**src/acs_pkg.sv**
```systemverilog
`default_nettype none
package acs_pkg;
  localparam int CW_WRITE  = 12;
  localparam int CW_CYCLE  = 11;
  localparam int CW_CH_HI  = 10;
  localparam int CW_CH_LO  = 7;
  localparam int CW_PM_HI  = 6;
  localparam int CW_PM_LO  = 5;
  localparam int CW_LIST   = 4;
  localparam int CW_IDLE   = 3;
  localparam int CW_SPAN   = 2;
  localparam int CW_CODING = 1;
  localparam int CW_SE     = 0;

  localparam logic [4:0] CTRL_EDGES = 5'h0D;
  localparam logic [4:0] CONV_EDGES = 5'h10;
  localparam logic [4:0] EDGE_MAX   = 5'h1F;

  localparam logic [1:0] SEQ_DIRECT = 2'h0;
  localparam logic [1:0] SEQ_LIST   = 2'h1;
  localparam logic [1:0] SEQ_KEEP   = 2'h2;
  localparam logic [1:0] SEQ_COUNT  = 2'h3;

  localparam logic [1:0] SPAN_SE_REF    = 2'h0;
  localparam logic [1:0] SPAN_SE_2REF   = 2'h1;
  localparam logic [1:0] SPAN_DIFF_HALF = 2'h2;
  localparam logic [1:0] SPAN_DIFF_FULL = 2'h3;

  localparam logic [1:0] PM_FULL       = 2'h3;
  localparam logic [1:0] CTRL_PM_RESET = 2'h0;
  localparam logic [3:0] CH_DEFAULT    = 4'hF;
  localparam logic [3:0] CH_FIRST      = 4'h0;

  localparam int CLOCK_PERIOD_NS = 10;
  localparam int WAKE_TIME_NS    = 1000;
  localparam int WAKE_CYCLES     = (WAKE_TIME_NS + CLOCK_PERIOD_NS - 1) / CLOCK_PERIOD_NS;
  localparam int WAKE_W          = $clog2(WAKE_CYCLES + 1);

  typedef enum logic [3:0] {
    RUN_DIRECT    = 4'h1,
    RUN_MASK_WAIT = 4'h2,
    RUN_MASK      = 4'h4,
    RUN_COUNT     = 4'h8
  } acs_run_type;
endpackage
`default_nettype wire

```
**src/acs_seq_if.sv**
```systemverilog
`timescale 1ns/1ps
`default_nettype none
interface acs_seq_if;
  logic        advance;
  logic        restart;
  logic        mask_load;
  logic        run_mask;
  logic        run_count;
  logic [15:0] mask_data;
  logic [3:0]  direct_channel;
  logic [3:0]  last_channel;
  logic [3:0]  channel;
  modport ctl (output advance, restart, mask_load, run_mask, run_count,
               output mask_data, direct_channel, last_channel, input channel);
  modport seq (input advance, restart, mask_load, run_mask, run_count,
               input mask_data, direct_channel, last_channel, output channel);
endinterface
`default_nettype wire

```
**src/acs_sequencer.sv**
```systemverilog
`timescale 1ns/1ps
`default_nettype none
module acs_sequencer import acs_pkg::*; (
  // system
  input  wire logic clock,
  input  wire logic sys_rst,
  // control side
  acs_seq_if.seq    sif
);
  logic [15:0] mask;
  logic        first;

  // first marked channel at or after from, cyclic; bit 15 stands for input 0
  function automatic logic [3:0] find_marked(input logic [15:0] m, input logic [3:0] from);
    logic [3:0] c;
    find_marked = CH_DEFAULT;
    for (int i = 15; i >= 0; i--) begin
      c = from + 4'(i);
      if (m[4'hF - c]) begin
        find_marked = c;
      end
    end
  endfunction

  always_ff @(posedge clock) begin
    if (sys_rst) begin
      mask <= 16'h0000;
    end else if (sif.mask_load) begin
      mask <= sif.mask_data;
    end
  end

  always_ff @(posedge clock) begin
    if (sys_rst) begin
      sif.channel <= CH_FIRST;
      first       <= 1'b1;
    end else begin
      if (sif.advance) begin
        if (sif.run_mask) begin
          sif.channel <= first ? find_marked(mask, CH_FIRST) : find_marked(mask, sif.channel + 4'h1);
          first       <= 1'b0;
        end else if (sif.run_count) begin
          // wrap after n back to 0
          sif.channel <= (first || sif.channel >= sif.last_channel) ? CH_FIRST : sif.channel + 4'h1;
          first       <= 1'b0;
        end else begin
          sif.channel <= sif.direct_channel;
          first       <= 1'b1;
        end
      end
      if (sif.restart) begin
        first <= 1'b1;
      end
    end
  end
endmodule
`default_nettype wire

```
**src/acs_control.sv**
```systemverilog
`timescale 1ns/1ps
`default_nettype none
module acs_control import acs_pkg::*; (
  // system
  input  wire logic  clock,
  input  wire logic  sys_rst,
  // serial pins from host
  input  wire logic  chip_select_n,
  input  wire logic  serial_clock,
  input  wire logic  serial_data_in,
  // analog front-end control
  output logic [1:0] span_select,
  output logic [3:0] mux_positive,
  output logic [3:0] mux_negative,
  output logic       mux_differential,
  output logic       straight_binary,
  output logic       idle_output_hold,
  output logic [3:0] result_channel,
  // power
  output logic       full_power,
  output logic       powered_down,
  output logic       converter_ready,
  // sequencer status
  output logic [3:0] run_state
);
  logic [2:0]  cs_sync;
  logic [2:0]  sclk_sync;
  logic [1:0]  din_sync;
  logic        cs_fall;
  logic        cs_rise;
  logic        sclk_fall;
  logic        cs_low;
  logic [4:0]  edge_count;
  logic [15:0] shift_reg;
  logic [12:0] ctrl_word_in;
  logic [15:0] mask_word_in;
  logic        edge_ctrl;
  logic        edge_last;
  logic        ctrl_write;
  logic [1:0]  seq_mode_in;

  logic [3:0]  channel_index;
  logic        power_mode_high;
  logic        power_mode_low;
  logic        ctrl_span;
  logic        ctrl_coding;
  logic        single_ended_select;
  logic        ctrl_updated;
  logic        mask_transfer;
  logic        mask_ready;
  logic [15:0] mask_hold;
  logic [WAKE_W-1:0] wake_count;
  acs_run_type state;
  acs_seq_if   sif();

  acs_sequencer u_seq (
    .clock   (clock),
    .sys_rst (sys_rst),
    .sif     (sif)
  );

  // pins come from the host clock domain, two flops before any use
  always_ff @(posedge clock) begin
    if (sys_rst) begin
      cs_sync   <= 3'h7;
      sclk_sync <= 3'h7;
      din_sync  <= 2'h0;
    end else begin
      cs_sync   <= {cs_sync[1:0], chip_select_n};
      sclk_sync <= {sclk_sync[1:0], serial_clock};
      din_sync  <= {din_sync[0], serial_data_in};
    end
  end

  assign cs_low       = ~cs_sync[1];
  assign cs_fall      = cs_sync[2] & ~cs_sync[1];
  assign cs_rise      = ~cs_sync[2] & cs_sync[1];
  assign sclk_fall    = sclk_sync[2] & ~sclk_sync[1] & cs_low;
  assign ctrl_word_in = {shift_reg[11:0], din_sync[1]};
  assign mask_word_in = {shift_reg[14:0], din_sync[1]};
  assign edge_ctrl    = sclk_fall && (edge_count == CTRL_EDGES - 5'h01);
  assign edge_last    = sclk_fall && (edge_count == CONV_EDGES - 5'h01);
  // the write bit is only honoured on a control transfer
  assign ctrl_write   = edge_ctrl && !mask_transfer && ctrl_word_in[CW_WRITE];
  assign seq_mode_in  = {ctrl_word_in[CW_CYCLE], ctrl_word_in[CW_LIST]};

  always_ff @(posedge clock) begin
    if (sys_rst) begin
      edge_count <= 5'h00;
      shift_reg  <= 16'h0000;
    end else if (cs_fall) begin
      edge_count <= 5'h00;
    end else if (sclk_fall) begin
      shift_reg <= mask_word_in;
      if (edge_count != EDGE_MAX) begin
        edge_count <= edge_count + 5'h01;
      end
    end
  end

  // control register fields
  always_ff @(posedge clock) begin
    if (sys_rst) begin
      channel_index       <= CH_FIRST;
      power_mode_high     <= CTRL_PM_RESET[1];
      power_mode_low      <= CTRL_PM_RESET[0];
      idle_output_hold    <= 1'b0;
      ctrl_span           <= 1'b0;
      ctrl_coding         <= 1'b0;
      single_ended_select <= 1'b0;
    end else if (ctrl_write) begin
      power_mode_high     <= ctrl_word_in[CW_PM_HI];
      power_mode_low      <= ctrl_word_in[CW_PM_LO];
      idle_output_hold    <= ctrl_word_in[CW_IDLE];
      ctrl_span           <= ctrl_word_in[CW_SPAN];
      ctrl_coding         <= ctrl_word_in[CW_CODING];
      single_ended_select <= ctrl_word_in[CW_SE];
      // keep mode leaves the running sequence and its index alone
      if (seq_mode_in != SEQ_KEEP) begin
        channel_index <= ctrl_word_in[CW_CH_HI:CW_CH_LO];
      end
    end
  end

  always_ff @(posedge clock) begin
    if (sys_rst) begin
      state <= RUN_DIRECT;
    end else if (cs_rise && mask_ready) begin
      state <= RUN_MASK;
    end else if (ctrl_write) begin
      unique case (seq_mode_in)
        SEQ_DIRECT: state <= RUN_DIRECT;
        SEQ_LIST:   state <= RUN_MASK_WAIT;
        SEQ_KEEP:   state <= state;
        SEQ_COUNT:  state <= RUN_COUNT;
      endcase
    end
  end

  // mask transfer: 16 bits, committed when chip select rises
  always_ff @(posedge clock) begin
    if (sys_rst) begin
      mask_transfer <= 1'b0;
      mask_ready    <= 1'b0;
      mask_hold     <= 16'h0000;
    end else begin
      if (cs_fall) begin
        mask_transfer <= (state == RUN_MASK_WAIT);
        mask_ready    <= 1'b0;
      end else if (edge_last && mask_transfer) begin
        mask_hold  <= mask_word_in;
        mask_ready <= 1'b1;
      end else if (cs_rise) begin
        mask_transfer <= 1'b0;
        mask_ready    <= 1'b0;
      end
    end
  end

  always_ff @(posedge clock) begin
    if (sys_rst) begin
      sif.advance   <= 1'b0;
      sif.restart   <= 1'b0;
      sif.mask_load <= 1'b0;
      sif.mask_data <= 16'h0000;
    end else begin
      sif.advance   <= cs_fall;
      sif.restart   <= (ctrl_write && seq_mode_in != SEQ_KEEP) || (cs_rise && mask_ready);
      sif.mask_load <= cs_rise && mask_ready;
      sif.mask_data <= mask_hold;
    end
  end

  assign sif.run_mask       = (state == RUN_MASK);
  assign sif.run_count      = (state == RUN_COUNT);
  assign sif.direct_channel = channel_index;
  assign sif.last_channel   = channel_index;

  always_ff @(posedge clock) begin
    if (sys_rst) begin
      ctrl_updated <= 1'b0;
    end else if (cs_fall) begin
      ctrl_updated <= 1'b0;
    end else if (ctrl_write) begin
      ctrl_updated <= 1'b1;
    end
  end

  // power-up starts in shutdown until the first chip select fall
  always_ff @(posedge clock) begin
    if (sys_rst) begin
      powered_down    <= 1'b1;
      converter_ready <= 1'b0;
      wake_count      <= '0;
    end else if (edge_last && ctrl_updated && !power_mode_high) begin
      powered_down    <= 1'b1;
      converter_ready <= 1'b0;
      wake_count      <= '0;
    end else if (cs_fall && powered_down) begin
      // host must hold off this long for a valid result
      powered_down    <= 1'b0;
      wake_count      <= WAKE_W'(WAKE_CYCLES);
    end else if (wake_count != '0) begin
      wake_count <= wake_count - 1'b1;
      if (wake_count == WAKE_W'(1)) begin
        converter_ready <= 1'b1;
      end
    end
  end

  // front-end outputs registered, one cycle behind the fields
  always_ff @(posedge clock) begin
    if (sys_rst) begin
      span_select      <= SPAN_DIFF_FULL;
      mux_positive     <= CH_FIRST;
      mux_negative     <= CH_FIRST;
      mux_differential <= 1'b1;
      straight_binary  <= 1'b0;
      full_power       <= 1'b0;
      result_channel   <= CH_FIRST;
      run_state        <= RUN_DIRECT;
    end else begin
      if (single_ended_select) begin
        span_select      <= ctrl_span ? SPAN_SE_REF : SPAN_SE_2REF;
        mux_positive     <= sif.channel;
        mux_negative     <= sif.channel;
        mux_differential <= 1'b0;
      end else begin
        span_select      <= ctrl_span ? SPAN_DIFF_HALF : SPAN_DIFF_FULL;
        mux_positive     <= sif.channel;
        mux_negative     <= sif.channel ^ 4'h1;
        mux_differential <= 1'b1;
      end
      straight_binary <= ctrl_coding;
      full_power      <= ({power_mode_high, power_mode_low} == PM_FULL);
      result_channel  <= sif.channel;
      run_state       <= state;
    end
  end

  localparam int AST_WAKE_MAX = 103;
endmodule
`default_nettype wire

```
**config.mk**
```make
export PLATFORM = sky130hd
export DESIGN_NAME = acs_control
export DESIGN_NICKNAME = d
export VERILOG_FILES = /design/src/acs_pkg.sv /design/src/acs_seq_if.sv /design/src/acs_sequencer.sv /design/src/acs_control.sv
export SDC_FILE = /design/constraint.sdc
export NUM_CORES = 1
export LEC_CHECK = 0
export BUFFER_PORTS_ARGS = -buffer_cell sky130_fd_sc_hd__buf_2
export CAP_MARGIN = 20
export CORE_UTILIZATION = 40
export DETAILED_ROUTE_END_ITERATION = 16
export PLACE_DENSITY = 0.66
export SYNTH_ARGS = -nofsm -noshare
export SYNTH_HDL_FRONTEND = slang
export SYNTH_SLANG_ARGS = --single-unit
```
**constraint.sdc**
```tcl
create_clock -name clock -period 13.1 [get_ports clock]
set_clock_uncertainty 0.1 [all_clocks]
set_input_delay 0.655 -clock clock [delete_from_list [all_inputs] [get_ports clock]]
set_output_delay 0.655 -clock clock [all_outputs]
set_load 0.03 [all_outputs]
```
## Yosys cells after proc, flatten, opt, wreduce, memory -nomap -nowiden

Cells that the tools add are included.

| cells by class | value |
|---|---|
| $add $sub $neg | 34 |
| multipliers | 0 |
| divide/modulo/power cells | 0 |
| magnitude comparators | 17 |
| equal/unequal tests | 14 |
| shift-type cells | 0 |
| muxes and demuxes | 83 |
| bitwise operators | 11 |
| reduce and logical (&&, ||, !) cells | 33 |

Operators by type and width:

| operator | number |
|---|---|
| two-way mux 4 bit | 28 |
| < comparator 4 x 5 -> 1 bit, second input constant | 16 |
| binary-select mux 1 bit (select 4 bit) | 16 |
| subtractor 4 bit, first input constant | 16 |
| adder 4 bit, second input constant | 8 |
| two-way mux 1 bit | 27 |
| two-way mux 3 bit | 6 |
| adder 4 x 3 -> 4 bit, second input constant | 4 |
| two-way mux 7 bit | 2 |
| AND reduction 2 bit | 7 |
| case mux 4 bit (3 select lines) | 1 |
| == test 5 x 4 -> 1 bit, second input constant | 2 |
| logical AND 1 bit | 10 |
| adder 4 x 1 -> 4 bit, second input constant | 2 |
| adder 4 x 2 -> 4 bit, second input constant | 2 |
| nonzero test 2 bit | 4 |
| OR reduction 2 bit | 4 |
| == test 7 x 1 -> 1 bit, second input constant | 1 |
| NOT 1 bit | 7 |
| nonzero test 7 bit | 1 |
| subtractor 7 x 1 -> 7 bit, second input constant | 1 |
| == test 2 bit, second input constant | 3 |
| two-way mux 2 bit | 3 |
| inequality test 2 bit, second input constant | 3 |
| 13 further kinds | 18 |

| storage, ports and cells | value |
|---|---|
| register bits | 127 |
| bits in latches | 0 |
| bits in writable memories | 0 |
| memory bits (read-only) | 0 |
| input port bits | 5 |
| output and inout port bits | 24 |
| word-level logic and storage cells | 228 |
| memories | 0 |

## Depth between registers and ports, before layout

Gate-level depths: netlist of the first run.

| depth | value |
|---|---|
| depth after elaboration | 23 |
| depth in mapped cells | 19 |
| gate-level depth less buffers | 13 |

## By module

Synthesis of the first run repeated with hierarchy kept, for this count alone.

| unflattened totals | value |
|---|---|
| cells, all modules | 793 |
| area total of the unflattened synthesis | 7185.6 µm² |

By module, submodules not included:

| module | instances | cells an instance | area each (µm²) | sequential area each (µm²) |
|---|---|---|---|---|
| acs_control | 1 | 375 | 3767.4 | 2042.0 |
| acs_sequencer | 1 | 418 | 3418.3 | 420.4 |

## Worst setup path before layout of the first run

Ideal clock, no wire load.

| timing | value |
|---|---|
| path type | flip-flop to flip-flop |
| from | register u_seq.sif.channel[0] |
| to | register u_seq.sif.channel[2] |
| arrival | 4.158 ns |
| data required time | 12.897 ns |
| path slack | 8.738 ns |
| stages on the path, launching flop included | 19 |
| path buffers | 6 |
| clock period less this slack | 4.362 ns |
| cell sequence | dfxtp_1 -> buf_4 -> buf_2 -> inv_1 -> clkbuf_1 -> ha_1 -> buf_2 -> buf_2 -> clkbuf_1 -> inv_1 -> ha_1 -> inv_1 -> a21oi_1 -> o21a_1 -> or2_2 -> mux4_2 -> nand2b_1 -> o221a_2 -> a2111oi_2 |

| on the way | value |
|---|---|
| longest elaborated chain between the ends | 23 |
| elaborated cells on any way between the ends | 86 |
| classes of those cells | 32 x add/sub; 1 x order compare; 52 x mux; 1 x reduce/logical |

Ends and longest elaborated chain:

| what | line | text |
|---|---|---|
| start: declaration | acs_seq_if.sv:16 | `input mask_data, direct_channel, last_channel, output channel);` |
| start signal: assignment | acs_sequencer.sv:40 | `sif.channel <= first ? find_marked(mask, CH_FIRST) : find_marked(mask, sif.channel + 4'h1);` |
| start signal: assignment | acs_sequencer.sv:44 | `sif.channel <= (first \|\| sif.channel >= sif.last_channel) ? CH_FIRST : sif.channel + 4'h1;` |
| start signal: assignment | acs_sequencer.sv:47 | `sif.channel <= sif.direct_channel;` |
| adder 4 x 1 -> 4 bit | acs_sequencer.sv:40, acs_sequencer.sv:44 |  |
| adder 4 bit | acs_sequencer.sv:18 | `c = from + 4'(i);` |
| subtractor 4 bit | acs_sequencer.sv:19 | `if (m[4'hF - c]) begin` |
| binary-select mux 1 bit (select 4 bit) | acs_sequencer.sv:19 |  |
| two-way mux 1 bit (implied by the code) | acs_sequencer.sv:19 |  |
| two-way mux 4 bit (16 in series) | acs_sequencer.sv:19 |  |
| two-way mux 4 bit | acs_sequencer.sv:40 |  |
| two-way mux 4 bit * | acs_sequencer.sv:39 | `if (sif.run_mask) begin` |

Mark *: on every way between the ends. The rest lies on a longest branch, timed or not. The select of a mux whose other input is x is not followed.
A chain may end at the register's enable or synchronous reset.

## Worst setup path after layout of the first run

| timing | value |
|---|---|
| from | register u_seq.sif.channel[0] |
| to | register u_seq.sif.channel[0] |

Same word-level chain as after synthesis.

==> results of run 1 <==
==> layer usage <==
layer | track usage [%] | up-vias
met1 | 23.6 | 2591
li1 | - | 2594
met4 | 9.87 | 0
met3 | 3.90 | 31
met5 | 0 | -
met2 | 30.7 | 139
==> cells by family after synthesis <==
logic type,after synthesis,share of synthesized area (%)
and+or+nand+nor,251,18.0
AOI/OAI and AO/OA,155,16.9
DFF,123,36.9
muxes,74,16.2
buffers and inverters,73,4.89
xor gates and xnor gates,19,3.69
adders and majority gates,18,3.38
==> worst max path at each step <==
stage / startpoint / endpoint / slack (ns)
2_1_floorplan: u_seq.sif.channel[0]$_SDFFE_PP0P_ / u_seq.sif.channel[2]$_SDFFE_PP0P_ / 8.74
3_3_place_gp: u_seq.sif.channel[0]$_SDFFE_PP0P_ / u_seq.sif.channel[2]$_SDFFE_PP0P_ / 8.96
3_5_place_dp: u_seq.sif.channel[0]$_SDFFE_PP0P_ / u_seq.sif.channel[0]$_SDFFE_PP0P_ / 8.89
4_1_cts: u_seq.sif.channel[0]$_SDFFE_PP0P_ / u_seq.sif.channel[0]$_SDFFE_PP0P_ / 8.86
5_1_grt: u_seq.sif.channel[0]$_SDFFE_PP0P_ / u_seq.sif.channel[0]$_SDFFE_PP0P_ / 8.48
6_report: u_seq.sif.channel[0]$_SDFFE_PP0P_ / u_seq.sif.channel[0]$_SDFFE_PP0P_ / 8.73
==> cells in the mapped netlist, drive strengths merged, types with 3 or more instances <==
| library cell | number | area [um^2] |
|---|---|---|
| mux2 | 12 | 158 |
| o32ai | 3 | 26.3 |
| a211oi | 7 | 62.6 |
| nor2b | 28 | 175 |
| dfxtp | 123 | 2460 |
| buf | 24 | 143 |
| o22ai | 5 | 31.3 |
| a2111oi | 4 | 47.6 |
| ha | 18 | 225 |
| inv | 28 | 105 |
| xnor2 | 13 | 166 |
| a22oi | 5 | 37.5 |
| a21oi | 46 | 234 |
| o21ai | 11 | 55.1 |
| nor4 | 5 | 31.3 |
| nand3 | 10 | 50.1 |
| o21bai | 5 | 37.5 |
| a31oi | 8 | 50.1 |
| o221ai | 6 | 58.8 |
| and3 | 4 | 25.0 |
| xor2 | 4 | 35.0 |
| or2 | 9 | 56.3 |
| o22a | 16 | 140 |
| a21o | 6 | 45.0 |
| o2111ai | 4 | 35.0 |
| nand4 | 3 | 18.8 |
| or3 | 5 | 31.3 |
| clkbuf | 21 | 78.8 |
| mux2i | 40 | 404 |
| o31ai | 3 | 22.5 |
| nor3 | 14 | 70.1 |
| mux4 | 22 | 518 |
| nand2b | 13 | 81.3 |
| nand3b | 3 | 22.5 |
| nor2 | 84 | 318 |
| nand2 | 62 | 235 |
==> metrics by stage <==
step	total power [mW]	hold WS [ns]	util, %	instance area [um^2]
after floorplan	0.466	0.270	-	6670
after global placement	0.482	0.303	43.1	6910
after detailed placement	0.482	0.304	43.1	6910
after CTS	0.912	0.319	46.5	7460
after global routing	0.941	0.326	46.5	7470
final	0.903	0.316	46.5	7470
==> cell type report <==
cell class                 instances  area share, %
tap                              216           3.62
inverter                          28           1.41
clock buffer                      24           6.45
timing repair buffer              36           2.68
multi-input combinational        517           52.0
clock inverter                     8          0.904
sequential                       123           33.0
==> report_power, final <==
part           internal [mW]  switching (mW)
Combinational         0.0329          0.0474
Sequential             0.385         0.00995
Clock                  0.273           0.155
Total                  0.691           0.212
==> summary.txt, run 1 <==
setup_tns = 0 ns
Inst Count DP = 919
CTS Hold Buffers Added = 0
largest net degree at the start of global routing = 50
post-synthesis cell area = 0.00667 mm^2
R2R depth = 12
Unique masters post-synth = 79
startpoint types = register
met2 wire len = 7.71 mm
outcome = completed
grt total ovfl = 0
minimum clock period after layout = 4.37 ns
sequential cell area = 0.00246 mm^2
critical path's most frequent cell = ha_1
# setup viols final = 0
vias in the first global route = 4967
max layer used = met4
ys flop type = dfxtp_1
Nets = 746
Max Clk Rate = 0.229 GHz
first-pass GRT wire length = 26.1 mm
deepest clock path buffer count = 2
crit-path leading delay family = buffers and inverters
HP Class = register to register
share of cells above drive strength 1 = 16.4%
Area Growth Syn to Fin = 12.0%
Seq/Total Area, Yosys = 36.9%
R2R Path End = u_seq.sif.channel[0]$_SDFFE_PP0P_
slowest stage cell on the critical path = xnor2_1
Slew @ Worst Pin = 0.920 ns
CP cell instances = buf_4, ha_1, xnor2_4, inv_1, ha_1, a21oi_1, xnor2_1, mux2i_2, nand2_1, o32ai_1, a211oi_1, o41ai_2
Initial Util = 41.6%
max_cap viols = 0
M1 WL = 7.28 mm
I/O pin count = 29
relative slew slack = 38.6%
CP max stage delay = 0.55 ns
setup ws final = 8.73 ns
DRT iter0 DRCs = 327
EDFF count, synth = 0
critical path depth = 12
Fill cells = 1524
Pre-antenna DRT Iters = 5
PD cells = 121 mW/mm^2
placed wire-length estimate = 11.2 mm
worst hold start = sif.restart$_SDFF_PP0_
worst hold path depth = 1
Setup CP Type = register to register
CTS tree = built
CP Data Arrival Time = 4.56 ns
fraction of registers with async set/reset = 0%
n_diodes = 0
Buf/Inv on CP = 2
area of the multi-input gates = 0.00388 mm^2
remaining antenna violation count after routing = 0
num rows = 46
Sink Count = 123
critical path endpoint category = register
critical-path maximum fanout = 31
final std cells w/o fill = 952
Final Hold Fails = 0
GP Congestion = 1.01
routed len/inst = 16.9 um
worst reg-to-reg setup slack = 8.73 ns
synth warn = 0
Avg Cell Area, Syn = 9.36 um^2
register bit total from synthesis = 123
VDD IR-drop max = 0.124 mV
dpl ws = 8.89 ns
most frequent cells in the layout = 123 x dfxtp_1, 83 x nor2_1, 61 x nand2_1, 45 x a21oi_1, 39 x mux2i_1
Setup Fix Bufs, Post-CTS = 0
Die Y = 131 um
syn_nets = 736
Crit Reg-Reg Startpoint = u_seq.sif.channel[0]$_SDFFE_PP0P_
insertion delay to the later sink of the worst-skew pair = 0.41 ns
drt total wl = 16.0 mm
All-Layer GR Usage = 18.9%
routed wl met3 = 584 um
clk slew on worst S/H paths = 0.05 ns
Post-route DRC = 0
Port Buffer Count = 28
biggest regs = mask_hold (16), sif.mask_data (16), u_seq.mask (16)
die footprint = 0.0172 mm^2
CP required = 13.29 ns
Core Area = 0.0161 mm^2
Mapped Cells = 713
Die W = 131 um
most common cell after layout, fill and taps aside = dfxtp_1
DR vias = 5355
CTS root buffer = clkbuf_16
post-cts sizing count = 0
initial antenna violation count = 0
Num CTS Buffers = 17
RSZ-0062 raised after global routing = no
period utilization = 33.4%
H-tree Lvls = 4
Leak = 2.87 nW
Min-Delay Endpoint = u_seq.first$_SDFFE_PP1P_
drt via density = 5.63
Max Slew Vio Count = 0
Power figures use the tool's default switching activity.
==> run 2, diff against run 1 <==
Settings changed: PLACE_DENSITY 0.66 to 0.68.
Clock period 13.1 ns to 3.6 ns, I/O delays scaled along.
==> summary.txt, run 2 (same netlist as run 1, synthesis figures left out) <==
VDD IR-drop max = 0.424 mV
Die W = 131 um
routed len/inst = 16.8 um
initial antenna violation count = 0
critical path's most frequent cell = a21oi_1
Die Y = 131 um
setup ws final = 0.262 ns
vias in the first global route = 5215
Sink Count = 123
period utilization = 92.7%
critical-path maximum fanout = 20
# setup viols final = 0
relative slew slack = 40.3%
crit-path leading delay family = compound AO/OA/AOI/OAI gates
HP Class = input port to register
Post-route DRC = 0
critical path endpoint category = register
PD cells = 433 mW/mm^2
clk slew on worst S/H paths = 0.06 ns
placed wire-length estimate = 11.8 mm
most frequent cells in the layout = 121 x dfxtp_1, 83 x nor2_1, 61 x nand2_1, 44 x a21oi_1, 38 x mux2i_1
H-tree Lvls = 4
All-Layer GR Usage = 19.7%
first-pass GRT wire length = 27.0 mm
CP Data Arrival Time = 3.52 ns
startpoint types = register
worst hold start = sys_rst
GP Congestion = 1.03
RSZ-0062 raised after global routing = no
I/O pin count = 29
most common cell after layout, fill and taps aside = dfxtp_1
minimum clock period after layout = 3.34 ns
dpl ws = 0.0252 ns
final instance area = 0.00777 mm^2
Crit Reg-Reg Startpoint = u_seq.sif.channel[0]$_SDFFE_PP0P_
R2R depth = 9
worst reg-to-reg setup slack = 0.26 ns
Area Growth Syn to Fin = 16.4%
Final Hold Fails = 0
num rows = 46
Leak = 3.03 nW
biggest regs = mask_hold (16), sif.mask_data (16), u_seq.mask (16)
deepest clock path buffer count = 2
CTS tree = built
setup_tns = 0 ns
drt via density = 5.58
sequential cell area = 0.00246 mm^2
Min-Delay Endpoint = wake_count[2]$_SDFFE_PP0P_
area post-placement = 0.00712 mm^2
largest net degree at the start of global routing = 50
insertion delay to the later sink of the worst-skew pair = 0.42 ns
Setup CP Type = register to register
CP max stage delay = 0.71 ns
Buf/Inv on CP = 1
DR vias = 5452
Num CTS Buffers = 17
die footprint = 0.0172 mm^2
outcome = completed
share of cells above drive strength 1 = 21.0%
max_cap viols = 0
Core Area = 0.0161 mm^2
Nets = 771
Slew @ Worst Pin = 0.894 ns
Pre-antenna DRT Iters = 5
R2R Path End = u_seq.sif.channel[1]$_SDFFE_PP0P_
Port Buffer Count = 28
drt total wl = 16.4 mm
Max Slew Vio Count = 0
n_diodes = 0
Fill cells = 1471
CTS root buffer = clkbuf_16
grt total ovfl = 0
worst hold path depth = 3
area of the multi-input gates = 0.00395 mm^2
remaining antenna violation count after routing = 0
DRT iter0 DRCs = 356
slowest stage cell on the critical path = mux4_1
CP cell instances = buf_4, mux4_1, a22oi_1, nor2b_1, a21oi_1, nor4_1, nor2_1, o41ai_2, a21oi_1
CP required = 3.78 ns
Initial Util = 41.6%
Max Clk Rate = 0.300 GHz
## run 2: routing by layer
metal	track usage [%]	up-vias	part of all wire, %
li1	-	2662	-
met1	24.0	2583	44
met2	31.5	154	47
met3	5.09	53	4.3
met4	11.1	0	4.3
met5	0	-	0
## run 2: area by class of cell
type	instances	share of cell area (%)
tap	216	3.48
clock inverter	14	1.74
clock buffer	18	5.65
multi-input combinational	517	50.8
sequential	123	31.7
timing repair buffer	61	5.25
inverter	28	1.35
## run 2: tightest hold or removal path, stage by stage
cell	delay [ns]
buf_2	0.13
a41o_1	0.23
a31oi_1	0.06
## run 2: metrics by stage
stage | hold slack, ns | power [mW] | cells | util [%]
2_1_floorplan | 0.184 | 1.70 | 713 | -
3_3_place_gp | 0.268 | 1.77 | 941 | 44.4
3_5_place_dp | 0.268 | 1.77 | 941 | 44.4
4_1_cts | 0.108 | 3.40 | 976 | 48.2
5_1_grt | 0.116 | 3.51 | 977 | 48.4
6_report | 0.131 | 3.37 | 977 | 48.4
## run 2: what timing repair did
action,in CTS,in global routing
pin swaps,0,1
resized for setup,1,4
buffers inserted,0,1
endpoints found under the hold margin,3,0
hold buffers,3,0
setup endpoints to repair,1,3
## run 2: how the worst max path moves through the flow
stage	start	to	depth (start not counted)
5_1_grt	u_seq.sif.channel[0]$_SDFFE_PP0P_	u_seq.sif.channel[1]$_SDFFE_PP0P_	9
4_1_cts	u_seq.sif.channel[0]$_SDFFE_PP0P_	u_seq.sif.channel[1]$_SDFFE_PP0P_	12
3_5_place_dp	u_seq.sif.channel[0]$_SDFFE_PP0P_	u_seq.sif.channel[1]$_SDFFE_PP0P_	12
2_1_floorplan	u_seq.sif.channel[0]$_SDFFE_PP0P_	u_seq.sif.channel[2]$_SDFFE_PP0P_	18
6_report	u_seq.sif.channel[0]$_SDFFE_PP0P_	u_seq.sif.channel[1]$_SDFFE_PP0P_	9
3_3_place_gp	u_seq.sif.channel[0]$_SDFFE_PP0P_	u_seq.sif.channel[1]$_SDFFE_PP0P_	12
## run 2: power breakdown
part	total (mW)	internal [mW]	leakage, nW	switching, mW
Sequential	1.43	1.40	0.996	0.0342
Clock	1.62	0.980	0.282	0.643
Combinational	0.311	0.135	1.76	0.176
Total	3.37	2.51	3.03	0.853
==> run 3, diff against run 2 <==
Settings changed: CAP_MARGIN 20 to not set, HOLD_SLACK_MARGIN set to 0.03, SYNTH_HIERARCHICAL set to 1.
==> summary.txt, run 3 <==
HP Class = input port to register
startpoint types = register
grt total ovfl = 0
Min-Delay Endpoint = full_power$_SDFF_PP0_
Num CTS Buffers = 17
ys flop type = dfxtp_1
area fraction of the dominant cell type after synthesis = 34.3%
Inst Count DP = 1023
Crit Reg-Reg Startpoint = u_seq/sif.channel[0]$_SDFFE_PP0P_
synth warn = 6
Max Slew Vio Count = 0
Final Hold Fails = 0
relative slew slack = 37.2%
vias in the first global route = 5593
GP Congestion = 0.930
clk slew on worst S/H paths = 0.06 ns
dpl ws = 0.146 ns
commonest cells in the netlist = 123 x dfxtp_1, 63 x nor2_1, 60 x nand2_1, 57 x a21oi_1, 55 x mux2i_1
n_diodes = 0
DRT iter0 DRCs = 419
critical path endpoint category = register
Max Clk Rate = 0.292 GHz
outcome = completed
Unique masters post-synth = 90
Slew @ Worst Pin = 0.938 ns
Fill cells = 1662
most common cell after layout, fill and taps aside = dfxtp_1
gr busiest metal = met2
Synth area leaders = dfxtp_1 34%, mux2i_1 7.7%, mux4_2 4.1%, a21oi_1 4.0%, nor2_1 3.3%
Die W = 136 um
drt total wl = 17.7 mm
Sink Count = 123
DR vias = 5994
Hold WS = 0.208 ns
placed wire-length estimate = 12.7 mm
worst reg-to-reg setup slack = 0.18 ns
max_cap viols = 0
CP Data Arrival Time = 3.62 ns
share of cells above drive strength 1 = 21.3%
fraction of registers with async set/reset = 0%
Die Y = 136 um
first-pass GRT wire length = 28.8 mm
critical-path maximum fanout = 20
register bit total from synthesis = 123
H-tree Lvls = 4
Setup CP Type = register to register
VDD IR-drop max = 0.542 mV
Core Area = 0.0174 mm^2
Seq/Total Area, Yosys = 34.3%
sequential cell area = 0.00246 mm^2
die footprint = 0.0185 mm^2
Pre-antenna DRT Iters = 6
period utilization = 95.0%
post-synthesis cell area = 0.00719 mm^2
biggest regs = mask_hold (16), sif.mask_data (16), u_seq/mask (16)
# setup viols final = 0
Nets = 847
drt via density = 5.64
top-count cell post-synth = dfxtp_1
worst hold start = sys_rst
area of the multi-input gates = 0.00443 mm^2
area post-placement = 0.00769 mm^2
CTS root buffer = clkbuf_16
RSZ-0062 raised after global routing = no
minimum clock period after layout = 3.42 ns
num rows = 48
final std cells w/o fill = 1062
PD cells = 422 mW/mm^2
met2 usage = 31.6%
Area Growth Syn to Fin = 16.3%
Post-route DRC = 0
met3 Usage GRT = 4.10%
met1 Usage GRT = 25.6%
Leak = 3.16 nW
final instance area = 0.00836 mm^2
worst hold path depth = 2
R2R Path End = u_seq/sif.channel[1]$_SDFFE_PP0P_
most frequent cells in the layout = 121 x dfxtp_1, 63 x nor2_1, 60 x nand2_1, 56 x a21oi_1, 54 x mux2i_1
deepest clock path buffer count = 2
remaining antenna violation count after routing = 0
setup ws final = 0.178 ns
CTS tree = built
R2R depth = 10
Mapped Cells = 793
Avg Cell Area, Syn = 9.06 um^2
largest net degree at the start of global routing = 58
routed len/inst = 16.7 um
post-synth top area cell = dfxtp_1
CP required = 3.80 ns
EDFF count, synth = 0
syn_nets = 816
Port Buffer Count = 28
Initial Util = 41.3%
insertion delay to the later sink of the worst-skew pair = 0.41 ns
initial antenna violation count = 0
I/O pin count = 29
All-Layer GR Usage = 19.7%
run 3: cell types whose count changed after synthesis, moves of 5 or more:
cell	delta
inv_1	+6
mux2_2	+7
nor2_1	-20
nand2b_1	+6
mux2i_1	+16
nor4b_1	+5
o31ai_1	+7
o21ai_0	+12
mux2_4	-5
a21oi_1	+12
mux4_1	-5
nand4_1	+8
o211ai_1	+5
run 3: layer usage:
| metal | up-vias | part of all wire, % |
|---|---|---|
| met5 | - | 0 |
| met4 | 0 | 2.2 |
| met3 | 31 | 4.0 |
| met2 | 134 | 47 |
| met1 | 2877 | 46 |
| li1 | 2952 | - |
run 3: critical path, cell delays in order (launching register included):
cell and delay (ns):
dfxtp_2 0.41, buf_4 0.34, nand3_4 0.21, xnor2_2 0.17
buf_4 0.20, xnor2_1 0.26, mux2i_1 0.61, a21o_1 0.17
nor3_1 0.06, or4b_1 0.48, o311a_1 0.30
run 3: worst max-delay path by stage:
stage | from | to | slack [ns] | cells past startpoint
floorplan | u_seq/sif.channel[0]$_SDFFE_PP0P_ | u_seq/sif.channel[0]$_SDFFE_PP0P_ | -0.06 | 17
global placement | u_seq/sif.channel[1]$_SDFFE_PP0P_ | u_seq/sif.channel[0]$_SDFFE_PP0P_ | 0.13 | 12
detailed placement | u_seq/sif.channel[1]$_SDFFE_PP0P_ | u_seq/sif.channel[0]$_SDFFE_PP0P_ | 0.15 | 12
CTS | u_seq/sif.channel[1]$_SDFFE_PP0P_ | u_seq/sif.channel[0]$_SDFFE_PP0P_ | 0.07 | 12
global route | u_seq/sif.channel[0]$_SDFFE_PP0P_ | u_seq/sif.channel[1]$_SDFFE_PP0P_ | 0.04 | 12
finish | u_seq/sif.channel[0]$_SDFFE_PP0P_ | u_seq/sif.channel[1]$_SDFFE_PP0P_ | 0.18 | 10
run 3: kinds of logic (layout without fill, tap and decap cells):
logic type / Yosys count / in the layout / share of synthesized area (%)
fa+ha+maj: 18 / 18 / 3.13
mux: 87 / 87 / 15.2
xor+xnor: 18 / 18 / 3.22
compound gates: 192 / 192 / 18.1
flops: 123 / 123 / 34.3
simple gates: 265 / 265 / 20.1
buf+inv: 90 / 134 / 5.94
run 3: cell type report:
| type | count | area share [%] |
|---|---|---|
| flip-flops and latches | 123 | 29.5 |
| multi-input cells | 580 | 53.1 |
| inverters | 37 | 1.96 |
| clock inverters | 14 | 1.63 |
| clock buffers | 18 | 5.25 |
| well taps | 225 | 3.37 |
| repair buffers | 65 | 5.24 |
run 3: per-stage QoR:
step / util (%) / power, mW / setup TNS, ns
after detailed placement: 44.1 / 1.92 / 0
after floorplan: - / 1.84 / -0.0945
after CTS: 47.6 / 3.54 / 0
final: 48.0 / 3.53 / 0
after global placement: 44.1 / 1.92 / 0
after global routing: 48.0 / 3.67 / 0
run 3: what timing repair did:
| item | in CTS | in global routing |
|---|---|---|
| setup buffers | 0 | 4 |
| gates resized for setup | 0 | 6 |
| setup endpoints to repair | 0 | 3 |
| hold buffers | 3 | 0 |
| hold endpoints to repair | 3 | 0 |
run 3: power by group:
part           leakage (nW)  switching, mW  internal (mW)
sequential            0.996         0.0568           1.41
clock                 0.274          0.638          0.979
combinational          1.89          0.248          0.197
total                  3.16          0.943           2.58
